<file path="src/design/pfc_pkg.sv">
package pfc_pkg;

	// ----------------------------------------------------------------
	// Widths and depths
	// ----------------------------------------------------------------
	localparam int PC_W       = 13;
	localparam int SP_W       = 3;
	localparam int STK_DEPTH  = 8;
	localparam int DEPTH_W    = 4;
	localparam int EVT_W      = 2;

	// ----------------------------------------------------------------
	// Register byte offsets on the APB slave
	// ----------------------------------------------------------------
	localparam logic [7:0] OFS_PC_READBACK_LOW  = 8'h00;
	localparam logic [7:0] OFS_PC_READBACK_HIGH = 8'h04;
	localparam logic [7:0] OFS_STACK_PTR_STATUS = 8'h08;
	localparam logic [7:0] OFS_PC_LOW_BYTE      = 8'h0c;
	localparam logic [7:0] OFS_IRQ_STATUS       = 8'h10;
	localparam logic [7:0] OFS_IRQ_MASK         = 8'h14;

	// ----------------------------------------------------------------
	// Field positions, masks and reset values
	// ----------------------------------------------------------------
	localparam int         STK_OVF_BIT   = 7;
	localparam int         EVT_OVF_BIT   = 0;
	localparam int         EVT_HOLD_BIT  = 1;
	localparam logic [7:0] HI_MASK_SMALL = 8'h0f;
	localparam logic [7:0] HI_MASK_LARGE = 8'h1f;
	localparam logic [PC_W-1:0] PC_RESET = 13'h0000;
	localparam logic [PC_W-1:0] PC_MASK_SMALL = 13'h0fff;
	localparam logic [7:0]  BYTE_RESET  = 8'h00;
	localparam logic [SP_W-1:0] SP_RESET = 3'h0;
	localparam logic [DEPTH_W-1:0] DEPTH_FULL = 4'h8;

	// ----------------------------------------------------------------
	// Types
	// ----------------------------------------------------------------
	typedef enum logic [1:0] {PH_T1, PH_T2, PH_T3, PH_T4} pfc_phase_t;
	typedef enum logic [2:0] {K_NONE, K_ALU, K_JUMP, K_CALL, K_RET, K_INTERRUPT_RETURN_OP, K_SKZ, K_SKNZ}
		pfc_kind_t;
	typedef enum logic [3:0] {A_ADD, A_ADC, A_SUB, A_SBC, A_AND, A_OR, A_XOR, A_CPL,
		A_RR, A_RRC, A_RL, A_RLC, A_INC, A_DEC, A_PASS} pfc_alu_op_t;

	typedef struct packed {
		pfc_kind_t         kind;
		pfc_alu_op_t       alu_op;
		logic [7:0]        a;
		logic [7:0]        b;
		logic [PC_W-1:0]   target;
	} pfc_cmd_t;

	typedef struct packed {
		logic [7:0] res;
		logic       ov;
		logic       z;
		logic       c;
	} pfc_alu_t;

endpackage : pfc_pkg

</file>
<file path="src/design/pfc_core.sv">
// The implementer's own choices: the APB interface to the registers and the placing of the registers.
module pfc_core
	import pfc_pkg::*;
#(
	parameter bit              LARGE_PC   = 1'b1,
	parameter logic [PC_W-1:0] IRQ_VECTOR = 13'h0004
) (
	input  wire logic            pclk,
	input  wire logic            presetn,
	input  wire logic            psel,
	input  wire logic            penable,
	input  wire logic            pwrite,
	input  wire logic [7:0]      paddr,
	input  wire logic [31:0]     pwdata,
	output logic      [31:0]     prdata,
	output logic                 pready,
	output logic                 pslverr,
	input  wire pfc_cmd_t        cmd,
	input  wire logic            irq_req,
	output logic      [3:0]      instruction_phase_clocks,
	output logic      [PC_W-1:0] fetch_addr,
	output logic                 fetch_stb,
	output logic      [PC_W-1:0] exec_addr,
	output logic                 dummy_cycle,
	output logic                 irq_ack,
	output logic      [7:0]      alu_res,
	output logic                 alu_valid,
	output logic      [2:0]      status_flags,
	output logic                 irq
);

	// ----------------------------------------------------------------
	// Helpers
	// ----------------------------------------------------------------
	function automatic logic [PC_W-1:0] pc_fit(input logic [PC_W-1:0] v);
		pc_fit = LARGE_PC ? v : (v & PC_MASK_SMALL);
	endfunction : pc_fit

	function automatic pfc_alu_t alu_calc(input pfc_alu_op_t op, input logic [7:0] a,
		input logic [7:0] b, input logic cin);
		logic [8:0] s;
		pfc_alu_t   r;
		s = 9'h000;
		r = '0;
		unique case (op)
			A_ADD:  s = {1'b0, a} + {1'b0, b};
			A_ADC:  s = {1'b0, a} + {1'b0, b} + {8'h00, cin};
			A_SUB:  s = {1'b0, a} + {1'b0, ~b} + 9'h001;
			A_SBC:  s = {1'b0, a} + {1'b0, ~b} + {8'h00, cin};
			A_AND:  s = {1'b0, a & b};
			A_OR:   s = {1'b0, a | b};
			A_XOR:  s = {1'b0, a ^ b};
			A_CPL:  s = {1'b0, ~a};
			A_RR:   s = {1'b0, a[0], a[7:1]};
			A_RRC:  s = {a[0], cin, a[7:1]};
			A_RL:   s = {1'b0, a[6:0], a[7]};
			A_RLC:  s = {a[7], a[6:0], cin};
			A_INC:  s = {1'b0, a + 8'h01};
			A_DEC:  s = {1'b0, a - 8'h01};
			A_PASS: s = {1'b0, a};
			// Unused operation code yields zero
			default: s = 9'h000;
		endcase
		r.res = s[7:0];
		r.z   = (s[7:0] == 8'h00);
		r.c   = (op inside {A_ADD, A_ADC, A_SUB, A_SBC, A_RRC, A_RLC}) ? s[8] : cin;
		r.ov  = (op inside {A_ADD, A_ADC}) ? ((a[7] == b[7]) && (s[7] != a[7])) :
			(op inside {A_SUB, A_SBC}) ? ((a[7] != b[7]) && (s[7] != a[7])) : 1'b0;
		alu_calc = r;
	endfunction : alu_calc

	// ----------------------------------------------------------------
	// State
	// ----------------------------------------------------------------
	pfc_phase_t      phase_reg;
	logic [PC_W-1:0] pc_reg, fetch_addr_reg, exec_addr_reg;
	logic            dummy_reg, fetch_stb_reg, irq_ack_reg, alu_valid_reg;
	logic [PC_W-1:0] stack_mem [STK_DEPTH];
	logic [SP_W-1:0] sp_reg;
	logic [DEPTH_W-1:0] depth_reg;
	logic            ovf_reg, pcl_pend_reg, irq_pend_reg;
	logic [7:0]      pcl_data_reg, hi_buf_reg, snap_hi_reg, alu_res_reg;
	logic [2:0]      status_reg;
	logic [EVT_W-1:0] irq_stat_reg, irq_mask_reg;
	logic            irq_reg, pready_reg, pslverr_reg;
	logic [31:0]     prdata_reg;
	logic            req_s1_reg, req_s2_reg, req_s3_reg;
	logic [3:0]      phase_oh_reg;

	// Decision for the current instruction slot
	logic            exec_now, redirect, do_push, do_pop, take_irq, alu_now;
	logic [PC_W-1:0] npc;
	logic [SP_W-1:0] sp_dec;
	logic            stk_full, stk_empty;
	pfc_alu_t        alu_out;
	logic [7:0]      exec_hi;

	assign exec_now  = (phase_reg == PH_T4);
	assign sp_dec    = SP_W'(sp_reg - 3'h1);
	assign stk_full  = (depth_reg == DEPTH_FULL);
	assign stk_empty = (depth_reg == '0);
	assign alu_out   = alu_calc(cmd.alu_op, cmd.a, cmd.b, status_reg[0]);
	assign exec_hi   = 8'(exec_addr_reg >> 8) & (LARGE_PC ? HI_MASK_LARGE : HI_MASK_SMALL);

	// ----------------------------------------------------------------
	// Sequencer: four phases per instruction cycle
	// ----------------------------------------------------------------
	// phase divider
	always_ff @(posedge pclk or negedge presetn) begin
		if (!presetn) begin
			phase_reg    <= PH_T1;
			phase_oh_reg <= 4'h1;
		end else begin
			unique case (phase_reg)
				PH_T1: phase_reg <= PH_T2;
				PH_T2: phase_reg <= PH_T3;
				PH_T3: phase_reg <= PH_T4;
				PH_T4: phase_reg <= PH_T1;
			endcase
			phase_oh_reg <= {phase_oh_reg[2:0], phase_oh_reg[3]};
		end
	end

	// Resolve what the slot does at the end of its last phase
	always_comb begin
		npc      = pc_reg;
		redirect = 1'b0;
		do_push  = 1'b0;
		do_pop   = 1'b0;
		take_irq = 1'b0;
		alu_now  = 1'b0;
		if (pcl_pend_reg) begin
			npc      = {exec_addr_reg[PC_W-1:8], pcl_data_reg};
			redirect = 1'b1;
		end else if (!dummy_reg) begin
			unique case (cmd.kind)
				K_NONE: ;
				K_ALU:  alu_now = 1'b1;
				K_JUMP: begin
					npc      = cmd.target;
					redirect = 1'b1;
				end
				K_CALL: begin
					npc      = cmd.target;
					redirect = 1'b1;
					do_push  = 1'b1;
				end
				K_RET, K_INTERRUPT_RETURN_OP: begin
					npc      = stack_mem[sp_dec];
					redirect = 1'b1;
					do_pop   = 1'b1;
				end
				K_SKZ: begin
					alu_now  = 1'b1;
					redirect = alu_out.z;
				end
				K_SKNZ: begin
					alu_now  = 1'b1;
					redirect = !alu_out.z;
				end
			endcase
			if (irq_pend_reg && !stk_full && (cmd.kind inside {K_NONE, K_ALU})) begin
				take_irq = 1'b1;
				do_push  = 1'b1;
				npc      = IRQ_VECTOR;
				redirect = 1'b1;
			end
		end
		npc = pc_fit(npc);
	end

	always_ff @(posedge pclk or negedge presetn) begin
		if (!presetn) begin
			pc_reg         <= PC_RESET;
			fetch_addr_reg <= PC_RESET;
			exec_addr_reg  <= PC_RESET;
			dummy_reg      <= 1'b1;
			fetch_stb_reg  <= 1'b0;
		end else begin
			fetch_stb_reg <= exec_now;
			if (exec_now) begin
				fetch_addr_reg <= npc;
				pc_reg         <= pc_fit(PC_W'(npc + 13'h0001));
				exec_addr_reg  <= fetch_addr_reg;
				dummy_reg      <= redirect;
			end
		end
	end

	// ----------------------------------------------------------------
	// Hardware return stack
	// ----------------------------------------------------------------
	// push and pop of return addresses
	always_ff @(posedge pclk) begin
		if (exec_now && do_push) begin
			stack_mem[sp_reg] <= fetch_addr_reg;
		end
	end

	always_ff @(posedge pclk or negedge presetn) begin
		if (!presetn) begin
			sp_reg    <= SP_RESET;
			depth_reg <= '0;
		end else if (exec_now && do_push) begin
			sp_reg    <= SP_W'(sp_reg + 3'h1);
			depth_reg <= stk_full ? depth_reg : DEPTH_W'(depth_reg + 4'h1);
		end else if (exec_now && do_pop) begin
			sp_reg    <= sp_dec;
			depth_reg <= stk_empty ? depth_reg : DEPTH_W'(depth_reg - 4'h1);
		end
	end

	// Overflow and interrupt hold-off events
	logic ovf_evt, hold_evt;
	assign ovf_evt  = exec_now && ((do_push && !take_irq && stk_full) ||
		(do_pop && stk_empty));
	assign hold_evt = exec_now && irq_pend_reg && stk_full && !dummy_reg;

	// Bus strobes
	logic apb_setup, apb_done, wr_done, rd_done;
	assign apb_setup = psel && !penable;
	assign apb_done  = psel && penable && pready_reg;
	assign wr_done   = apb_done && pwrite;
	assign rd_done   = apb_done && !pwrite;

	// flag set; only software clears, set wins
	always_ff @(posedge pclk or negedge presetn) begin
		if (!presetn) begin
			ovf_reg <= 1'b0;
		end else if (ovf_evt) begin
			ovf_reg <= 1'b1;
		end else if (wr_done && paddr == OFS_STACK_PTR_STATUS && !pwdata[STK_OVF_BIT]) begin
			ovf_reg <= 1'b0;
		end
	end

	// ----------------------------------------------------------------
	// Interrupt request path
	// ----------------------------------------------------------------
	// Two-stage synchroniser, then rising edge detect on stage two
	always_ff @(posedge pclk or negedge presetn) begin
		if (!presetn) begin
			req_s1_reg <= 1'b0;
			req_s2_reg <= 1'b0;
			req_s3_reg <= 1'b0;
		end else begin
			req_s1_reg <= irq_req;
			req_s2_reg <= req_s1_reg;
			req_s3_reg <= req_s2_reg;
		end
	end

	// request recorded even while held off
	always_ff @(posedge pclk or negedge presetn) begin
		if (!presetn) begin
			irq_pend_reg <= 1'b0;
			irq_ack_reg  <= 1'b0;
		end else begin
			irq_ack_reg <= exec_now && take_irq;
			if (req_s2_reg && !req_s3_reg) begin
				irq_pend_reg <= 1'b1;
			end else if (exec_now && take_irq) begin
				irq_pend_reg <= 1'b0;
			end
		end
	end

	// ----------------------------------------------------------------
	// ALU and status
	// ----------------------------------------------------------------
	// result and flags update
	always_ff @(posedge pclk or negedge presetn) begin
		if (!presetn) begin
			alu_res_reg   <= BYTE_RESET;
			status_reg    <= 3'h0;
			alu_valid_reg <= 1'b0;
		end else begin
			alu_valid_reg <= exec_now && alu_now;
			if (exec_now && alu_now) begin
				alu_res_reg <= alu_out.res;
				status_reg  <= {alu_out.ov, alu_out.z, alu_out.c};
			end
		end
	end

	// ----------------------------------------------------------------
	// APB slave, one wait-free access phase
	// ----------------------------------------------------------------
	logic [31:0] rd_mux;
	logic        mapped;
	always_comb begin
		rd_mux = 32'h0000_0000;
		mapped = 1'b1;
		unique case (paddr)
			OFS_PC_READBACK_LOW:  rd_mux = {24'h000000, exec_addr_reg[7:0]};
			OFS_PC_READBACK_HIGH: rd_mux = {24'h000000, hi_buf_reg};
			OFS_STACK_PTR_STATUS: rd_mux = {24'h000000, ovf_reg, 4'h0, sp_reg};
			OFS_PC_LOW_BYTE:      rd_mux = {24'h000000, pc_reg[7:0]};
			OFS_IRQ_STATUS:       rd_mux = {30'h0, irq_stat_reg};
			OFS_IRQ_MASK:         rd_mux = {30'h0, irq_mask_reg};
			default:              mapped = 1'b0;
		endcase
	end

	// Handshake and read data launched in the setup cycle
	always_ff @(posedge pclk or negedge presetn) begin
		if (!presetn) begin
			pready_reg  <= 1'b0;
			pslverr_reg <= 1'b0;
			prdata_reg  <= 32'h0000_0000;
			snap_hi_reg <= BYTE_RESET;
		end else if (apb_setup) begin
			pready_reg  <= 1'b1;
			pslverr_reg <= !mapped;
			prdata_reg  <= pwrite ? 32'h0000_0000 : rd_mux;
			snap_hi_reg <= exec_hi;
		end else if (apb_done) begin
			pready_reg  <= 1'b0;
			pslverr_reg <= 1'b0;
		end
	end

	// low read loads buffer; held until next low read
	always_ff @(posedge pclk or negedge presetn) begin
		if (!presetn) begin
			hi_buf_reg <= BYTE_RESET;
		end else if (rd_done && paddr == OFS_PC_READBACK_LOW) begin
			hi_buf_reg <= snap_hi_reg;
		end
	end

	// software write to the PC low byte queues a jump
	always_ff @(posedge pclk or negedge presetn) begin
		if (!presetn) begin
			pcl_pend_reg <= 1'b0;
			pcl_data_reg <= BYTE_RESET;
		end else if (wr_done && paddr == OFS_PC_LOW_BYTE) begin
			pcl_pend_reg <= 1'b1;
			pcl_data_reg <= pwdata[7:0];
		end else if (exec_now) begin
			pcl_pend_reg <= 1'b0;
		end
	end

	// Sticky event status (write one clears, set wins), mask, level interrupt
	always_ff @(posedge pclk or negedge presetn) begin
		if (!presetn) begin
			irq_stat_reg <= '0;
			irq_mask_reg <= '0;
			irq_reg      <= 1'b0;
		end else begin
			irq_stat_reg <= (irq_stat_reg &
				~((wr_done && paddr == OFS_IRQ_STATUS) ? pwdata[EVT_W-1:0] : 2'b00)) |
				{hold_evt, ovf_evt};
			if (wr_done && paddr == OFS_IRQ_MASK) begin
				irq_mask_reg <= pwdata[EVT_W-1:0];
			end
			irq_reg <= |(irq_stat_reg & irq_mask_reg);
		end
	end

	// ----------------------------------------------------------------
	// Outputs
	// ----------------------------------------------------------------
	assign prdata                   = prdata_reg;
	assign pready                   = pready_reg;
	assign pslverr                  = pslverr_reg;
	assign instruction_phase_clocks = phase_oh_reg;
	assign fetch_addr               = fetch_addr_reg;
	assign fetch_stb                = fetch_stb_reg;
	assign exec_addr                = exec_addr_reg;
	assign dummy_cycle              = dummy_reg;
	assign irq_ack                  = irq_ack_reg;
	assign alu_res                  = alu_res_reg;
	assign alu_valid                = alu_valid_reg;
	assign status_flags             = status_reg;
	assign irq                      = irq_reg;
endmodule : pfc_core

</file>
<file path="config.mk">
export PLATFORM = sky130hd
export DESIGN_NAME = pfc_core
export DESIGN_NICKNAME = d
export VERILOG_FILES = /design/src/design/pfc_pkg.sv /design/src/design/pfc_core.sv
export SDC_FILE = /design/constraint.sdc
export NUM_CORES = 1
export LEC_CHECK = 0
export BUFFER_PORTS_ARGS = -buffer_cell sky130_fd_sc_hd__buf_2
export CAP_MARGIN = 20
export CORE_ASPECT_RATIO = 0.5
export CORE_MARGIN = 2
export CORE_UTILIZATION = 53
export DETAILED_ROUTE_END_ITERATION = 7
export PLACE_DENSITY = 0.84
export SLEW_MARGIN = 10
export SYNTH_ARGS = -nofsm -noshare
export SYNTH_HDL_FRONTEND = slang
export SYNTH_SLANG_ARGS = --single-unit
export TNS_END_PERCENT = 10
</file>
<file path="constraint.sdc">
create_clock -name pclk -period 3.5 [get_ports pclk]
set_clock_uncertainty 0.15 [all_clocks]
set_input_delay 0.525 -clock pclk [delete_from_list [all_inputs] [get_ports pclk]]
set_output_delay 0.525 -clock pclk [all_outputs]
set_load 0.1 [all_outputs]
</file>
---- Word-level counts from Yosys, hierarchy flattened ----
Memories as Yosys holds them, arrays and structs flattened.
Cells that the tools add are included.
word-level totals
  bits in registers ....................... 130
  RAM bits ................................ 104
  input bits .............................. 82
  word-level logic and storage cells ...... 192
  memories ................................ 1
cells by class
  add/sub/neg operators ................... 12
  equal/unequal tests ..................... 35
  multiplexer cells ....................... 46
  bitwise logic cells ..................... 9
  reductions and logical operators ........ 60
memories
  name       depth  width  read ports  clocked after memory_dff  write ports  line            source
  stack_mem  8      13     1           0                         1            pfc_core.sv:78  logic [PC_W-1:0] stack_mem [STK_DEPTH];
operators with widths
  kind                                                                   count
  9-bit case mux with 15 select lines                                    1
  8-bit case mux with 6 select lines                                     1
  13-bit 2-to-1 mux                                                      3
  4-bit equality test, second input constant                             8
  32-bit 2-to-1 mux                                                      1
  1-bit 2-to-1 mux                                                       30
  1-bit logical AND                                                      27
  13-bit case mux with 2 select lines                                    1
  8-bit by 8-bit adder with 9-bit output                                 2
  9-bit by 1-bit adder with 9-bit output                                 2
  4-bit by 3-bit equality test with 1-bit output, second input constant  4
  8-bit by 4-bit equality test with 1-bit output, second input constant  2
  8-bit by 5-bit equality test with 1-bit output, second input constant  2
  8-bit zero test                                                        2
  4-bit 2-to-1 mux                                                       4
  8-bit NOT                                                              2
  2-bit nonzero test                                                     8
  13-bit by 1-bit adder with 13-bit output, second input constant        1
  3-bit equality test, second input constant                             4
  9-bit by 1-bit adder with 9-bit output, second input constant          1
  1-bit zero test                                                        9
  8-bit by 1-bit adder with 8-bit output, second input constant          1
  8-bit AND                                                              1
  4-bit by 2-bit equality test with 1-bit output, second input constant  2
  other kinds (35)                                                       43

---- Longest topological paths before layout ----
  depth after elaboration ................. 13
  gate-level depth with buffers ........... 19

---- Least setup slack after synthesis ----
No wires, ideal clock.
  path kind ............................... input to register
  from .................................... input port cmd[34] (netlist name)
  to ...................................... memory stack_mem[0][0], enable pin
  library setup time ...................... 0.417 ns
  data arrival time ....................... 3.530 ns
  path slack .............................. -0.597 ns
  cell stages on the path ................. 8
  cells stage by stage .................... buf_2 -> buf_2 -> buf_2 -> buf_4 -> a21oi_1 -> nor3_1 -> clkinv_1 -> nor4_1
between the ends
  cells in the longest elaborated chain, start to end .. 9
  elaborated cells on any way between the ends .. 12
  those cells by class .................... eq/ne (2); mux (6); reduce/logical (4)
RTL lines
  element                                                                                   line             source
  from (decl)                                                                               pfc_core.sv:18   input wire pfc_cmd_t cmd,
  3-bit by 1-bit equality test with 1-bit output / 3-bit zero test (equally long branches)  pfc_core.sv:162  if (irq_pend_reg && !stk_full && (cmd.kind inside {K_NONE, K_ALU})) begin
  2-bit nonzero test                                                                        pfc_core.sv:162
  1-bit logical AND                                                                         pfc_core.sv:162
  1-bit 2-to-1 mux *                                                                        pfc_core.sv:162
  1-bit 2-to-1 mux *                                                                        pfc_core.sv:135  end else if (!dummy_reg) begin
  1-bit 2-to-1 mux *                                                                        pfc_core.sv:132  if (pcl_pend_reg) begin
  1-bit logical AND *                                                                       pfc_core.sv:195  if (exec_now && do_push) begin
  1-bit 2-to-1 mux *                                                                        pfc_core.sv:195
  1-bit 2-to-1 mux (implied by the code) *                                                  pfc_core.sv:196  stack_mem[sp_reg] <= fetch_addr_reg;
  to (decl)                                                                                 pfc_core.sv:78
Mark *: on every way between the ends. The rest lies on a longest branch, timed or not.

---- Final worst setup path ----
  from .................................... register sp_reg[0]
  to ...................................... register pc_reg[12]
between the ends
  cells in the longest elaborated chain, start to end .. 7
RTL lines
  element                                      line             source
  from (decl)                                  pfc_core.sv:79   logic [SP_W-1:0] sp_reg;
  from (signal assigned)                       pfc_core.sv:205  sp_reg <= SP_W'(sp_reg + 3'h1);
  from (signal assigned)                       pfc_core.sv:208  sp_reg <= sp_dec;
  3-bit by 1-bit subtractor with 3-bit output  pfc_core.sv:99   assign sp_dec = SP_W'(sp_reg - 3'h1);
  memory 8 x 13 bit                            --
  13-bit case mux with 2 select lines          pfc_core.sv:136  unique case (cmd.kind)
  13-bit 2-to-1 mux                            pfc_core.sv:162
  13-bit 2-to-1 mux                            pfc_core.sv:135
  13-bit 2-to-1 mux                            pfc_core.sv:132
  net npc[1]                                   pfc_core.sv:92   logic [PC_W-1:0] npc;
  13-bit by 1-bit adder with 13-bit output     pfc_core.sv:183  pc_reg <= pc_fit(PC_W'(npc + 13'h0001));
  to (signal assigned)                         pfc_core.sv:183
  to (decl)                                    pfc_core.sv:76   logic [PC_W-1:0] pc_reg, fetch_addr_reg, exec_addr_reg;
The timed path passes the listed nets, and every way through them passes these cells.
A chain may end at the register's enable or synchronous reset.

==> out/qor.csv <==
metric,value,unit
status,finished clean,
multi_input_area,0.00586,sq mm
path_clk_slew,0.06,ns
rows,39,
numPlacedInstances,1589,
first_iter_violations,1129,
synth-edff-count,104,
cp_num_buf_inv,3,
hold_class,primary input to flip-flop,
boundaryPins,162,
grt_max_degree,59,
area_growth,21.2,%
yosysWarnings,0,
setup_tns,0,ns
design.die.area,0.0241,sq mm
gp_congestion,0.964,
p_seq_frac,0.340,
largest_reg_flops,104,
grt_usage,0.275,
timing.final.crit_share,0.973,
ys_seq_elements,210,
hold_violations,0,
synth_flop_cell,edfxtp_1,
vias,9737,
power_frac_comb,0.462,
antenna_cells,0,
start_util,0.535,
first_pass_iters,8,
post_dp_cell_area,0.0139,sq mm
die_x,218,um
first_global_vias,9752,
critPathRequiredTime,3.69,ns
synth_area,0.0121,sq mm
finalCriticalPeriod,3.40,ns
holdPathStages,2,
start_kind,flip-flop,
crit_type,flip-flop to flip-flop,
antenna_found_initial,0,
fmax,294,MHz
hpwl,24000,um
portBuffers,113,
worst_slew_pin_slew,0.810,ns
clock_power_share,0.198,
p_int,6020,uW
place_ws,-0.442,ns
top_register,stack_mem,
clockRootBuffer,clkbuf_16,
max_stage_delay,0.60,ns
cts_buffers,21,
worstPathCellList,"buf_12, mux4_1, mux2i_2, o21ai_0, a311o_1, o21ai_2, inv_1, ha_1, nand4_1, buf_4, nor2_1, nand2_1, xor2_1, a21oi_1",
final_nets,1438,
path_depth,14,
cp.arrival,3.60,ns
final_cells,1631,
insertion_delay,0.49,ns
drv_cap,0,
netSwitchingFraction,0.443,
crit_path_end_kind,flip-flop,
clock-sinks,210,
r2r_cells,14,
synth_cells,1073,
wirelength,33400,um
yosysSeqAreaShare,0.477,
drcViolationCount,0,
vias_per_cell,5.97,
fin_area,0.0147,sq mm
rsz0062_at_grt,true,
setup_ws,0.0959,ns
setup_viol,0,
synth_cell_type_count,80,
layout-drive-gt1-share,0.294,
grt_pass1_wl,52700,um
die_y,111,um
path_max_fanout,15,
ir_worst_vdd,0.542,mV
ff_latch_area,0.00578,sq mm
fill_cells,1650,
syn_area_per_cell,11.3,sq um
grt.overflow.total,0,
slew_headroom,0.455,
cp_top_family,multiplexers,
power_switching,4790,uW
ys_async_sr_fraction,0.505,
htreeDepth,1,
ant_nets,0,
core_area,0.0226,sq mm
slowest_stage,mux4_1,
wl_per_cell,20.5,um
power_leakage,0.00639,uW
p_per_area,737,mW/mm^2
clock_path_buffers,3,
slew_violations,0,
cts_tree,yes,
[metrics by stage]
stage	utilization	total power [uW]	hold slack (ns)
finish	0.648	10800	0.118
global route	0.648	11200	0.127
CTS	0.644	10700	0.110
detailed placement	0.613	8470	0.187
global placement	0.613	8320	0.190
floorplan	-	7130	0.0794
[cell families after synthesis]
logic type,synth area share
multiplexers,0.134
AND/OR/NAND/NOR,0.119
AO/OA/AOI/OAI,0.130
other,0.000310
adder cells (fa/ha/maj),0.0500
flip-flops,0.477
XOR/XNOR,0.0332
buffers and inverters,0.0570
[synthesized netlist by cell type (6+ instances only)]
cell      count  share of area
a21oi_1      58          0.024
or2_2         6         0.0031
nor3_1       24         0.0099
a21o_1        6         0.0037
buf_2        10         0.0041
mux2_2       47          0.044
a211oi_1      8         0.0050
nor2_1       74          0.023
a221oi_1      6         0.0043
buf_4        28          0.017
nand3_1      23         0.0095
nand2_1      84          0.026
nor2b_1      15         0.0077
nand2b_1     14         0.0072
xor2_1       15          0.011
o21ai_0      47          0.019
o221ai_1      7         0.0051
a22o_1       15          0.011
ha_1         42          0.043
nand4_1       7         0.0036
mux2i_1      35          0.029
clkbuf_1     35          0.011
inv_1        53          0.016
o211ai_1      9         0.0056
nor3b_1       6         0.0037
a31oi_1      12         0.0062
mux4_1       25          0.054
nor4b_1       6         0.0043
edfxtp_1    104           0.26
xnor2_1      29          0.021
dfrtp_1     104           0.21
[layer usage]
metal,wire length [um],global-route usage,up-vias
li1,-,-,4428
met1,13800,0.371,4735
met2,16100,0.457,484
met3,2490,0.0431,90
met4,1040,0.0925,0
met5,0,0,-
[power by group through the flow]
stage	Clock [uW]	Combinational, uW	Sequential, uW
floorplan	0	2250	4890
global placement	0	4660	3660
detailed placement	0	4780	3690
CTS	2150	4880	3650
global route	2250	5240	3720
finish	2140	4990	3680
[area by class of cell]
cell class,count,area share
flip-flops and latches,210,0.394
clock inverters,7,0.00426
well taps,307,0.0262
clock buffers,30,0.0402
multi-input cells,747,0.399
repair buffers,272,0.121
inverters,58,0.0148
[cells in the final DEF, fill, tap and decap left out, types with 8 or more instances in the layout]
| master | count |
|---|---|
| buf_4 | 157 |
| buf_2 | 112 |
| dfrtp_1 | 104 |
| edfxtp_1 | 104 |
| nand2_1 | 84 |
| nor2_1 | 71 |
| a21oi_1 | 57 |
| inv_1 | 53 |
| mux2_2 | 47 |
| o21ai_0 | 46 |
| ha_1 | 38 |
| mux2i_1 | 34 |
| xnor2_1 | 29 |
| mux4_1 | 25 |
| conb_1 | 24 |
| nand3_1 | 22 |
| clkbuf_16 | 21 |
| nor3_1 | 20 |
| nor2b_1 | 15 |
| a22o_1 | 15 |
| xor2_1 | 15 |
| nand2b_1 | 14 |
| a31oi_1 | 11 |
| o211ai_1 | 9 |
| a211oi_1 | 8 |
[repair_timing]
item | CTS | global route
endpoints found under the setup margin | 4 | 9
buffers inserted | 1 | 2
hold buffers | 2 | 0
endpoints found under the hold margin | 56 | 0
pin swaps | 0 | 5
resized for setup | 4 | 18
[path summary, 6_finish.rpt]
path	startpoint	end	slack, ns
setup / recovery	sp_reg[0]$_DFFE_PN0P_	pc_reg[12]$_DFFE_PN0P_	0.1
hold / removal	psel	pready$_DFFE_PN0P_	0.12
setup reg to reg	sp_reg[0]$_DFFE_PN0P_	pc_reg[12]$_DFFE_PN0P_	0.1
hold reg to reg	req_s1_reg$_DFF_PN0_	req_s2_reg$_DFF_PN0_	0.20
max in group asynchronous	presetn	instruction_phase_clocks[0]$_DFF_PN1_	1.88
min in group asynchronous	presetn	irq_pend_reg$_DFFE_PN0P_	0.48
No activity file was read; power rests on OpenSTA's default activity.
